## src/verilog/accel_pkg.sv

```systemverilog
// Constants, register map and shared types of the accelerometer readout block.
package accel_pkg;
    // ****************************************
    // Data widths and sizes
    // ****************************************
    localparam int RAW_W           = 12;
    localparam int OUT_W           = 10;
    localparam int SUM_W           = 16;
    localparam int ACC_W           = 19;
    localparam int AXES            = 3;
    localparam int FIFO_DEPTH      = 32;
    localparam int FIFO_W          = AXES * RAW_W;
    localparam int TRIM_WORDS      = 6;
    localparam int TRIM_GAIN_SHIFT = 8;
    // ****************************************
    // Scaling
    // ****************************************
    localparam int RAW_CNT_PER_G = 256;
    localparam int CNT_PER_G_2G  = 256;
    localparam int CNT_PER_G_4G  = 128;
    localparam int CNT_PER_G_8G  = 64;
    localparam int QUIET_RANGE_G = 4;
    localparam logic signed [SUM_W-1:0] QUIET_MAX =
        SUM_W'(QUIET_RANGE_G * RAW_CNT_PER_G - 1);
    localparam logic signed [SUM_W-1:0] QUIET_MIN = -QUIET_MAX - 16'sh0001;
    localparam logic signed [SUM_W-1:0] OUT_MAX   = SUM_W'((2 ** (OUT_W - 1)) - 1);
    localparam logic signed [SUM_W-1:0] OUT_MIN   = -OUT_MAX - 16'sh0001;
    localparam logic signed [SUM_W-1:0] ST_STIM   = 16'sh0020;
    // ****************************************
    // Register map
    // ****************************************
    localparam logic [7:0] ADDR_X_HIGH   = 8'h00;
    localparam logic [7:0] ADDR_Y_HIGH   = 8'h02;
    localparam logic [7:0] ADDR_Z_HIGH   = 8'h04;
    localparam logic [7:0] ADDR_MODE     = 8'h06;
    localparam logic [7:0] ADDR_CTRL     = 8'h07;
    localparam logic [7:0] ADDR_CFG      = 8'h08;
    localparam logic [7:0] ADDR_OFS_FIRST = 8'h09;
    localparam logic [7:0] ADDR_OFS_LAST = 8'h0E;
    localparam int CTRL_ACTIVE_BIT = 0;
    localparam int CTRL_FAST_BIT   = 1;
    localparam int CTRL_QUIET_BIT  = 2;
    localparam int CTRL_SLEEP_BIT  = 3;
    localparam int CFG_RANGE_LSB   = 0;
    localparam int CFG_OSR_LSB     = 2;
    localparam int CFG_SELFTEST_BIT = 4;
    localparam logic [7:0] CTRL_RST = 8'h00;
    localparam logic [7:0] CFG_RST  = 8'h00;
    localparam logic [1:0] MODE_STANDBY = 2'h0;
    localparam logic [1:0] MODE_WAKE    = 2'h1;
    localparam logic [1:0] MODE_SLEEP   = 2'h2;
    // ****************************************
    // Enumerations
    // ****************************************
    typedef enum logic [1:0] {
        RANGE_2G = 2'h0,
        RANGE_4G = 2'h1,
        RANGE_8G = 2'h2
    } range_e;
    typedef enum logic [2:0] {
        PWR_OFF     = 3'h0,
        PWR_TRIM    = 3'h1,
        PWR_STANDBY = 3'h3,
        PWR_WAKE    = 3'h2,
        PWR_SLEEP   = 3'h6
    } pwr_e;
endpackage

```

## src/verilog/accel_readout.sv

```systemverilog
// Sample FIFO and the accelerometer output, trim and mode logic.
// Notes on behaviour
// Counts per g: 256, 128, 64 by range.
// Each axis is signed 10-bit, two registers.
// High register holds the upper eight bits.
// Fast read steps through the high registers, then the mode register.
// Fast read off exposes high and low registers.
// 2 g range spans -512 to 511 counts.
// 8 g range spans 64 counts per g.
// Outputs start at 0x00, two's complement.
// Off mode: everything reset, bus ignored.
// Standby: no sampling, registers still accessible.
// Active: sampling runs, bus stays available.
// Active to standby keeps every register.
// Standby to active clears the output subset.
// Sleep and wake both report as active; the mode register reads MODE_SLEEP in sleep and MODE_WAKE in wake.
// Self-test adds a fixed stimulus per axis.
// Factory trim loads from NVM before data.
// Six volatile user offset registers, two per axis.
// Four oversampling settings average 1 to 8.
// Quiet sampling is independent of oversampling.
// All functions work in every range.
// Quiet sampling limits range to 4 g.
// Low register: two bits left-justified, rest zero.
// High read freezes its low byte until read.
`timescale 1ns/1ps

// ****************************************
// Sample FIFO
// ****************************************
module sample_fifo
    import accel_pkg::*;
#(
    parameter int WIDTH = FIFO_W,
    parameter int DEPTH = FIFO_DEPTH
) (
    // Clock and reset
    input  wire logic             clk,
    input  wire logic             rstn,
    input  wire logic             flush,
    // Fill side
    input  wire logic             in_valid,
    input  wire logic [WIDTH-1:0] in_data,
    output logic                  in_ready,
    // Drain side
    output logic                  out_valid,
    output logic      [WIDTH-1:0] out_data,
    input  wire logic             out_ready
);
    localparam int AW = $clog2(DEPTH);

    typedef struct packed {
        logic [DEPTH-1:0][WIDTH-1:0] mem;
        logic [AW-1:0]               wp;
        logic [AW-1:0]               rp;
        logic [AW:0]                 cnt;
        logic                        rdy;
    } fifo_s;

    fifo_s s_ff;
    fifo_s nxt_s;
    logic  push;
    logic  pop;

    assign in_ready  = s_ff.rdy;
    assign out_valid = (s_ff.cnt != '0);
    assign out_data  = s_ff.mem[s_ff.rp];

    always_comb begin
        nxt_s = s_ff;
        push  = in_valid && s_ff.rdy;
        pop   = out_valid && out_ready;
        if (push) begin
            nxt_s.mem[s_ff.wp] = in_data;
            nxt_s.wp           = (s_ff.wp == AW'(DEPTH - 1)) ? '0 : s_ff.wp + 1'b1;
        end
        if (pop) begin
            nxt_s.rp = (s_ff.rp == AW'(DEPTH - 1)) ? '0 : s_ff.rp + 1'b1;
        end
        nxt_s.cnt = s_ff.cnt + (AW + 1)'(push) - (AW + 1)'(pop);
        if (flush) begin
            nxt_s.wp  = '0;
            nxt_s.rp  = '0;
            nxt_s.cnt = '0;
        end
        // Ready is registered so that the source sees a clean level.
        nxt_s.rdy = (nxt_s.cnt != (AW + 1)'(DEPTH));
    end

    always_ff @(posedge clk or negedge rstn) begin
        if (!rstn) begin
            s_ff <= '0;
        end else begin
            s_ff <= nxt_s;
        end
    end
endmodule // sample_fifo

// ****************************************
// Readout and mode control
// ****************************************
module accel_readout
    import accel_pkg::*;
(
    // Clock and reset
    input  wire logic              clk,
    input  wire logic              rstn,
    // Supply monitor pin
    input  wire logic              pwr_ok,
    // Trim storage
    output logic                   nvm_rd,
    output logic [2:0]             nvm_addr,
    input  wire logic [7:0]        nvm_rdata,
    input  wire logic              nvm_ack,
    // Converter samples
    output logic                   sample_clk_en,
    input  wire logic              raw_valid,
    input  wire logic [RAW_W-1:0]  raw_x,
    input  wire logic [RAW_W-1:0]  raw_y,
    input  wire logic [RAW_W-1:0]  raw_z,
    output logic                   raw_ready,
    // Serial register access
    input  wire logic              reg_start,
    input  wire logic [7:0]        reg_addr,
    input  wire logic              reg_wr,
    input  wire logic [7:0]        reg_wdata,
    input  wire logic              reg_rd,
    output logic [7:0]             reg_rdata,
    output logic                   reg_ack
);
    typedef struct packed {
        pwr_e                        pwr;
        logic [1:0]                  pok;
        logic                        nvm_rd;
        logic [2:0]                  nvm_addr;
        logic [TRIM_WORDS-1:0][7:0]  trim;
        logic [7:0]                  ctrl;
        logic [7:0]                  cfg;
        logic [5:0][7:0]             uofs;
        logic [AXES-1:0][OUT_W-1:0]  outv;
        logic [AXES-1:0][1:0]        shadow;
        logic [AXES-1:0]             hold;
        logic [2:0]                  osc;
        logic [AXES-1:0][ACC_W-1:0]  acc;
        logic [7:0]                  ptr;
        logic [7:0]                  rdata;
        logic                        ack;
        logic                        flush;
        logic                        clk_en;
    } state_s;

    function automatic state_s rst_state();
        state_s r;
        r      = '0;
        r.pwr  = PWR_OFF;
        r.ctrl = CTRL_RST;
        r.cfg  = CFG_RST;
        return r;
    endfunction

    localparam state_s ST_RST = rst_state();

    function automatic logic [1:0] range_shift(input logic [1:0] rng);
        case (rng)
            RANGE_2G: return 2'($clog2(RAW_CNT_PER_G / CNT_PER_G_2G));
            RANGE_4G: return 2'($clog2(RAW_CNT_PER_G / CNT_PER_G_4G));
            default:  return 2'($clog2(RAW_CNT_PER_G / CNT_PER_G_8G));
        endcase
    endfunction

    function automatic logic [2:0] osr_last(input logic [1:0] osr);
        return 3'((1 << osr) - 1);
    endfunction

    function automatic logic signed [SUM_W-1:0] trim_val(
        input logic signed [RAW_W-1:0] r,
        input logic        [7:0]       g,
        input logic        [7:0]       o,
        input logic        [OUT_W-1:0] u,
        input logic                    st
    );
        logic signed [RAW_W+7:0] p;
        logic signed [SUM_W-1:0] t;
        p = r * $signed(g);
        t = SUM_W'(r) + SUM_W'(p >>> TRIM_GAIN_SHIFT) + SUM_W'($signed(o))
            + SUM_W'($signed(u));
        if (st) begin
            t = t + ST_STIM;
        end
        return t;
    endfunction

    function automatic logic [OUT_W-1:0] scale_sat(
        input logic signed [SUM_W-1:0] v,
        input logic        [1:0]       rng,
        input logic                    quiet
    );
        logic signed [SUM_W-1:0] t;
        t = v;
        if (quiet && t > QUIET_MAX) begin
            t = QUIET_MAX;
        end else if (quiet && t < QUIET_MIN) begin
            t = QUIET_MIN;
        end
        // Clamping before the shift keeps the limit at 4 g in the 4 g and 8 g ranges; 2 g saturates at 511 first.
        t = t >>> range_shift(rng);
        if (t > OUT_MAX) begin
            t = OUT_MAX;
        end else if (t < OUT_MIN) begin
            t = OUT_MIN;
        end
        return t[OUT_W-1:0];
    endfunction

    function automatic logic [7:0] next_ptr(input logic [7:0] p, input logic fast);
        if (fast && p == ADDR_X_HIGH) begin
            return ADDR_Y_HIGH;
        end else if (fast && p == ADDR_Y_HIGH) begin
            return ADDR_Z_HIGH;
        end else if (fast && p == ADDR_Z_HIGH) begin
            return ADDR_MODE;
        end else if (p >= ADDR_OFS_LAST) begin
            return ADDR_X_HIGH;
        end
        return p + 8'h01;
    endfunction

    state_s             s_ff;
    state_s             nxt_s;
    logic [FIFO_W-1:0]  fifo_data;
    logic               fifo_valid;
    logic               drain;

    assign nvm_rd        = s_ff.nvm_rd;
    assign nvm_addr      = s_ff.nvm_addr;
    assign sample_clk_en = s_ff.clk_en;
    assign reg_rdata     = s_ff.rdata;
    assign reg_ack       = s_ff.ack;
    // Samples leave the FIFO only while active; in standby it fills and stalls the source.
    assign drain = s_ff.clk_en && !s_ff.flush;

    sample_fifo #(
        .WIDTH (FIFO_W),
        .DEPTH (FIFO_DEPTH)
    ) u_fifo (
        .clk       (clk),
        .rstn      (rstn),
        .flush     (s_ff.flush),
        .in_valid  (raw_valid),
        .in_data   ({raw_z, raw_y, raw_x}),
        .in_ready  (raw_ready),
        .out_valid (fifo_valid),
        .out_data  (fifo_data),
        .out_ready (drain)
    );

    always_comb begin
        logic signed [SUM_W-1:0] v;
        logic signed [ACC_W-1:0] a;
        logic                    done;
        logic                    awake;
        logic [1:0]              ax;
        logic [1:0]              osr;
        v     = '0;
        a     = '0;
        done  = 1'b0;
        awake = (s_ff.pwr == PWR_WAKE) || (s_ff.pwr == PWR_SLEEP);
        ax    = s_ff.ptr[2:1];
        osr   = s_ff.cfg[CFG_OSR_LSB +: 2];
        nxt_s = s_ff;
        nxt_s.pok    = {s_ff.pok[0], pwr_ok};
        nxt_s.ack    = 1'b0;
        nxt_s.nvm_rd = 1'b0;
        nxt_s.flush  = 1'b0;

        case (s_ff.pwr)
            PWR_OFF: begin
                nxt_s.pwr    = PWR_TRIM;
                nxt_s.nvm_rd = 1'b1;
            end
            PWR_TRIM: begin
                if (nvm_ack) begin
                    nxt_s.trim[s_ff.nvm_addr] = nvm_rdata;
                    if (s_ff.nvm_addr == 3'(TRIM_WORDS - 1)) begin
                        nxt_s.pwr = PWR_STANDBY;
                    end else begin
                        nxt_s.nvm_addr = s_ff.nvm_addr + 3'h1;
                        nxt_s.nvm_rd   = 1'b1;
                    end
                end
            end
            PWR_STANDBY: begin
                if (s_ff.ctrl[CTRL_ACTIVE_BIT]) begin
                    nxt_s.pwr   = s_ff.ctrl[CTRL_SLEEP_BIT] ? PWR_SLEEP : PWR_WAKE;
                    nxt_s.outv  = '0;
                    nxt_s.hold  = '0;
                    nxt_s.acc   = '0;
                    nxt_s.osc   = '0;
                    nxt_s.flush = 1'b1;
                end
            end
            default: begin
                if (!s_ff.ctrl[CTRL_ACTIVE_BIT]) begin
                    nxt_s.pwr = PWR_STANDBY;
                end else begin
                    nxt_s.pwr = s_ff.ctrl[CTRL_SLEEP_BIT] ? PWR_SLEEP : PWR_WAKE;
                end
            end
        endcase
        nxt_s.clk_en = (nxt_s.pwr == PWR_WAKE) || (nxt_s.pwr == PWR_SLEEP);

        // Trimmed, oversampled and scaled sample path.
        if (fifo_valid && drain) begin
            done = (s_ff.osc == osr_last(osr));
            for (int i = 0; i < AXES; i++) begin
                v = trim_val($signed(fifo_data[i*RAW_W +: RAW_W]), s_ff.trim[i],
                             s_ff.trim[i+AXES], {s_ff.uofs[2*i], s_ff.uofs[2*i+1][7:6]},
                             s_ff.cfg[CFG_SELFTEST_BIT]);
                a = $signed(s_ff.acc[i]) + ACC_W'(v);
                if (done) begin
                    nxt_s.acc[i]  = '0;
                    nxt_s.outv[i] = scale_sat(SUM_W'(a >>> osr), s_ff.cfg[CFG_RANGE_LSB +: 2],
                                              s_ff.ctrl[CTRL_QUIET_BIT]);
                end else begin
                    nxt_s.acc[i] = a;
                end
            end
            nxt_s.osc = done ? 3'h0 : s_ff.osc + 3'h1;
        end

        // Register access through the auto-incrementing pointer.
        if (s_ff.pwr == PWR_STANDBY || awake) begin
            if (reg_start) begin
                nxt_s.ptr = reg_addr;
                nxt_s.ack = 1'b1;
            end else if (reg_wr) begin
                nxt_s.ack = 1'b1;
                nxt_s.ptr = next_ptr(s_ff.ptr, s_ff.ctrl[CTRL_FAST_BIT]);
                if (s_ff.ptr == ADDR_CTRL) begin
                    nxt_s.ctrl = reg_wdata;
                end else if (s_ff.ptr == ADDR_CFG) begin
                    nxt_s.cfg = reg_wdata;
                end else if (s_ff.ptr >= ADDR_OFS_FIRST && s_ff.ptr <= ADDR_OFS_LAST) begin
                    nxt_s.uofs[3'(s_ff.ptr - ADDR_OFS_FIRST)] = reg_wdata;
                end
            end else if (reg_rd) begin
                nxt_s.ack = 1'b1;
                nxt_s.ptr = next_ptr(s_ff.ptr, s_ff.ctrl[CTRL_FAST_BIT]);
                if (s_ff.ptr < ADDR_MODE && !s_ff.ptr[0]) begin
                    nxt_s.rdata      = s_ff.outv[ax][OUT_W-1:2];
                    nxt_s.hold[ax]   = 1'b1;
                    nxt_s.shadow[ax] = s_ff.outv[ax][1:0];
                end else if (s_ff.ptr < ADDR_MODE) begin
                    nxt_s.rdata    = {(s_ff.hold[ax] ? s_ff.shadow[ax]
                                                     : s_ff.outv[ax][1:0]), 6'h00};
                    nxt_s.hold[ax] = 1'b0;
                end else if (s_ff.ptr == ADDR_MODE) begin
                    nxt_s.rdata = {6'h00, (s_ff.pwr == PWR_SLEEP) ? MODE_SLEEP
                                        : (awake ? MODE_WAKE : MODE_STANDBY)};
                end else if (s_ff.ptr == ADDR_CTRL) begin
                    nxt_s.rdata = s_ff.ctrl;
                end else if (s_ff.ptr == ADDR_CFG) begin
                    nxt_s.rdata = s_ff.cfg;
                end else if (s_ff.ptr >= ADDR_OFS_FIRST && s_ff.ptr <= ADDR_OFS_LAST) begin
                    nxt_s.rdata = s_ff.uofs[3'(s_ff.ptr - ADDR_OFS_FIRST)];
                end else begin
                    nxt_s.rdata = 8'h00;
                end
            end
        end

        // Losing supply wipes every register, so volatile offsets are gone too.
        if (!s_ff.pok[1]) begin
            nxt_s     = ST_RST;
            nxt_s.pok = {s_ff.pok[0], pwr_ok};
        end
    end

    always_ff @(posedge clk or negedge rstn) begin
        if (!rstn) begin
            s_ff <= ST_RST;
        end else begin
            s_ff <= nxt_s;
        end
    end
endmodule // accel_readout

```

## config.mk

```make
export PLATFORM = sky130hd
export DESIGN_NAME = accel_readout
export DESIGN_NICKNAME = d
export VERILOG_FILES = /design/src/verilog/accel_pkg.sv /design/src/verilog/accel_readout.sv
export SDC_FILE = /design/constraint.sdc
export NUM_CORES = 2
export LEC_CHECK = 0
export BUFFER_PORTS_ARGS = -buffer_cell sky130_fd_sc_hd__buf_2
export CAP_MARGIN = 40
export CORE_MARGIN = 8
export CORE_UTILIZATION = 35
export DETAILED_ROUTE_END_ITERATION = 8
export GPL_TIMING_DRIVEN = 0
export SLEW_MARGIN = 20
export SYNTH_ARGS = -nofsm -noshare
export SYNTH_HDL_FRONTEND = slang
export SYNTH_SLANG_ARGS = --single-unit
```

## constraint.sdc

```tcl
create_clock -name clk -period 12.8 [get_ports clk]
set_input_delay 1.28 -clock clk [delete_from_list [all_inputs] [get_ports clk]]
set_output_delay 1.28 -clock clk [all_outputs]
set_load 0.01 [all_outputs]
```

==> key figures <==
Status
  • Status: finished, final reports clean

Synth
  • Synth Area in Compound Gates: 0.0645
  • Combinational family with the most area after synthesis: multiplexers
  • Area leader, netlist: dfrtp_1
  • Asr flop ratio synth: 1.00
  • Adder-cell area share of the yosys netlist: 0.107
  • Mux cell area share after synthesis: 0.283
  • Post-synth top area share: 0.420
  • Synthesized net count: 7304
  • Post-Synthesis Cells: 6698
  • Syn. warnings: 0
  • Post-synth EDFFs: 0
  • Synth Area in Simple Gates: 0.0687
  • Synth Register Bits: 1408
  • Post-synth top cells: dfrtp_1, mux2_2, inv_1
  • Register area share after synthesis: 0.420
  • Syn_area_per_cell: 12.5 um^2
  • Cell with the most instances after synthesis: dfrtp_1
  • Post-Synth XOR/XNOR Area: 0.0161
  • Synth cell types: 110
  • Synth Cell Area: about 84000 um^2
  • Prevailing post-synth register cell: dfrtp_1
  • Top cells by area, synth: dfrtp_1, mux2_2, mux4_2, fa_1, ha_1

Power
  • Sw Pwr: 7.51 mW
  • Sequential share of power: 0.322
  • Cell Pwr Density: 205 nW/um^2
  • Clk pwr share: 0.227
  • Peak supply drop: 174 uV
  • Pleak: between 40 and 50 nW
  • Int Pwr: ~13 mW
  • Comb pwr share: 0.451
  • Sw Ratio: 0.365

Timing
  • Final setup vio count: 0
  • Final hold slack: 0.306 ns
  • Fmax achieved: 0.0783 GHz
  • Final Hold Viols: 0
  • Clock Skew: 0.0614 ns
  • Measured slew at the worst slew-check pin: 0.991 ns
  • RSZ-0062 raised after global routing: true
  • Period utilization: 0.998
  • Setup total negative slack: 0 ns
  • Final min period: 12.78 ns
  • Slew Limit Fails: 0
  • Worst slew margin: 0.339

Finish
  • Share of cells above drive strength 1: 0.362
  • Final nets: 7880
  • Finished Core Util: 0.419
  • Fill cells: about 22000
  • Layout area overhead: 19.7%

Route
  • Max layer used: met5
  • Met3 wire len: 21300 um
  • Met2 Wirelength: 128000 um
  • Routed len/inst: 26.3 um
  • Residual DRC count: 0
  • Iteration-0 DRC Markers: 5394
  • Antenna-violating nets left: 0
  • Met1 wire length: 114000 um
  • Drt pass-1 iters: 6
  • Routed via count: 59100
  • Vias/cell: 5.58
  • Wirelength, routed: 279000 um

Floorplanning
  • Die height: 506 um
  • Total core area: 240000 um^2
  • Die Area: around 260000 um^2
  • Ports: 83
  • Horiz. Die Dim: 506 um
  • Starting density of the core: 0.350
  • Row count: 180

CTS
  • Clk Latency, worst-skew pair: 0.82 ns
  • H-tree Lvls: 4
  • Cts hold-fix bufs: 0
  • Clock Tree Root: clkbuf_16
  • Worst-case clock buffer depth: 3
  • CTS tree: done
  • Clock Sinks: 1408
  • Total CTS buffers: 152
  • Reg clk slew, reported paths: ~0.060 ns

GRT
  • Total gr overflow: 0
  • Aggregate global-route resource usage: 0.211
  • Initial antenna violation count: 22
  • Largest net degree at the start of global routing: 145
  • First-pass GRT wire length: approximately 400000 um
  • Vias in the first global route: about 60000

Min path
  • HP Class: input pin to async pin

Critical path
  • Critical path's slowest cell: fa_1
  • CP required: 13.49 ns
  • R2R Setup Slk: roughly 0.023 ns
  • Worst path max stage delay: between 0.5 and 0.6 ns
  • Crit path DAT: 13.47 ns
  • Critical path endpoint category: flip-flop
  • Kind of critical path: flip-flop to flip-flop
  • Most frequent CP cell: fa_1
  • Critical path startpoint category: flip-flop
  • Reg2reg start: u_fifo.s_ff[8]$_DFFE_PN0P_
  • Reg2reg end: s_ff[109]$_DFF_PN0_
  • CP Max Fanout: 10
  • Worst reg2reg path depth: 50

Placed design
  • Routability cong.: 0.912
  • Dpl hpwl: roughly 200000 um
  • I/O Buffers: 73

Run
  • Max cap viols: 0
## cell usage in the layout, fill, tap and decap left out, types with 49 or more instances in the layout
master	netlist	final
dfrtp_1	1408	1406
mux2_2	1169	1166
inv_1	409	395
mux4_2	377	377
nor2_1	385	362
clkbuf_1	386	325
fa_1	304	302
nand2_1	242	233
nor2b_1	223	221
ha_1	234	213
buf_4	11	188
a21oi_1	205	176
mux2i_1	213	176
clkbuf_16	0	167
o21ai_0	135	110
buf_6	4	96
buf_2	7	83
xnor2_1	98	82
nor3_1	68	60
a21o_1	58	57
buf_8	0	51
a211oi_1	58	50
clkbuf_8	0	49
nand3_1	56	49
## power by group through the flow
stage          combinational, mW  sequential (mW)  clock (mW)
5_1_grt                     9.95             6.76        4.92
3_5_place_dp                7.92             6.64           0
4_1_cts                     8.31             6.57        4.74
3_3_place_gp                7.59             6.57           0
2_1_floorplan               5.82             6.39           0
6_report                    9.26             6.61        4.68
## cells by family after synthesis
group | after synthesis
adders and majority gates | 538
DFF | 1408
AOI/OAI and AO/OA | 781
buffers and inverters | 884
and+or+nand+nor | 1176
xor gates and xnor gates | 152
muxes | 1759
## critical path, delay by kind of cell (launching register included)
| kind | cells | cell delay [ns] |
|---|---|---|
| DFF | 1 | 0.41 |
| xor gates and xnor gates | 3 | 0.53 |
| muxes | 4 | 1.54 |
| adders and majority gates | 8 | 3.40 |
| and+or+nand+nor | 10 | 1.96 |
| AOI/OAI and AO/OA | 16 | 3.22 |
| buffers and inverters | 9 | 1.55 |
## through the flow
step | power, mW | cell area, um^2 | worst slack, ns | instances
CTS | 19.6 | 98100 | 0.00232 | 10500
floorplan | 12.2 | 84000 | 0.0437 | 6698
global placement | 14.2 | 88300 | -20.35 | 9956
detailed placement | 14.6 | 90800 | -3.36 | 10100
global route | 21.6 | 100000 | -0.356 | 10600
finish | 20.6 | 100000 | 0.0232 | 10600
## flip-flops by register name, indices dropped and copies added, names as in the netlist
| register | cells |
|---|---|
| nvm_rd | 1 |
| s_ff | 225 |
| reg_rdata | 8 |
| reg_ack | 1 |
| u_fifo.in_ready | 1 |
| nvm_addr | 3 |
| sample_clk_en | 1 |
| u_fifo.s_ff | 1168 |
## routing by layer
layer  up-vias  global-route usage
met3       622              0.0461
met4         4              0.0932
li1      25100                   -
met2      2271               0.337
met5         -                   0
met1     31100               0.278
## worst max-delay path by stage
stage                                     from                             to  slack, ns  cells after the start
global route        u_fifo.s_ff[7]$_DFFE_PN0P_            s_ff[108]$_DFF_PN0_      -0.36                     53
CTS                 u_fifo.s_ff[7]$_DFFE_PN0P_             s_ff[94]$_DFF_PN0_      0.002                     52
global placement                          rstn  u_fifo.s_ff[1011]$_DFFE_PN0P_     -20.35                      1
floorplan           u_fifo.s_ff[7]$_DFFE_PN0P_             s_ff[94]$_DFF_PN0_       0.04                     48
detailed placement  u_fifo.s_ff[7]$_DFFE_PN0P_             s_ff[93]$_DFF_PN0_      -3.36                     52
finish              u_fifo.s_ff[8]$_DFFE_PN0P_            s_ff[109]$_DFF_PN0_       0.02                     50
## area by class of cell
class | instances | area (um^2) | area share
Antenna cell | 10 | 25.0 | 0.000249
Tap cell | 3185 | 3990 | 0.0397
Inverter | 416 | 1580 | 0.0158
Multi-Input combinational cell | 4406 | 47100 | 0.468
Timing Repair Buffer | 432 | 4620 | 0.0459
Clock buffer | 213 | 4410 | 0.0438
Sequential cell | 1408 | 35200 | 0.351
Buffer | 458 | 2650 | 0.0264
Clock inverter | 65 | 910 | 0.00905
## what timing repair did
item	4_1_cts	5_1_grt
gates resized for setup	278	274
gates cloned	6	3
endpoints found under the setup margin	56	29
pin swaps	40	132
setup buffers	74	120
Note: power is estimated with default switching activity, not from simulation.
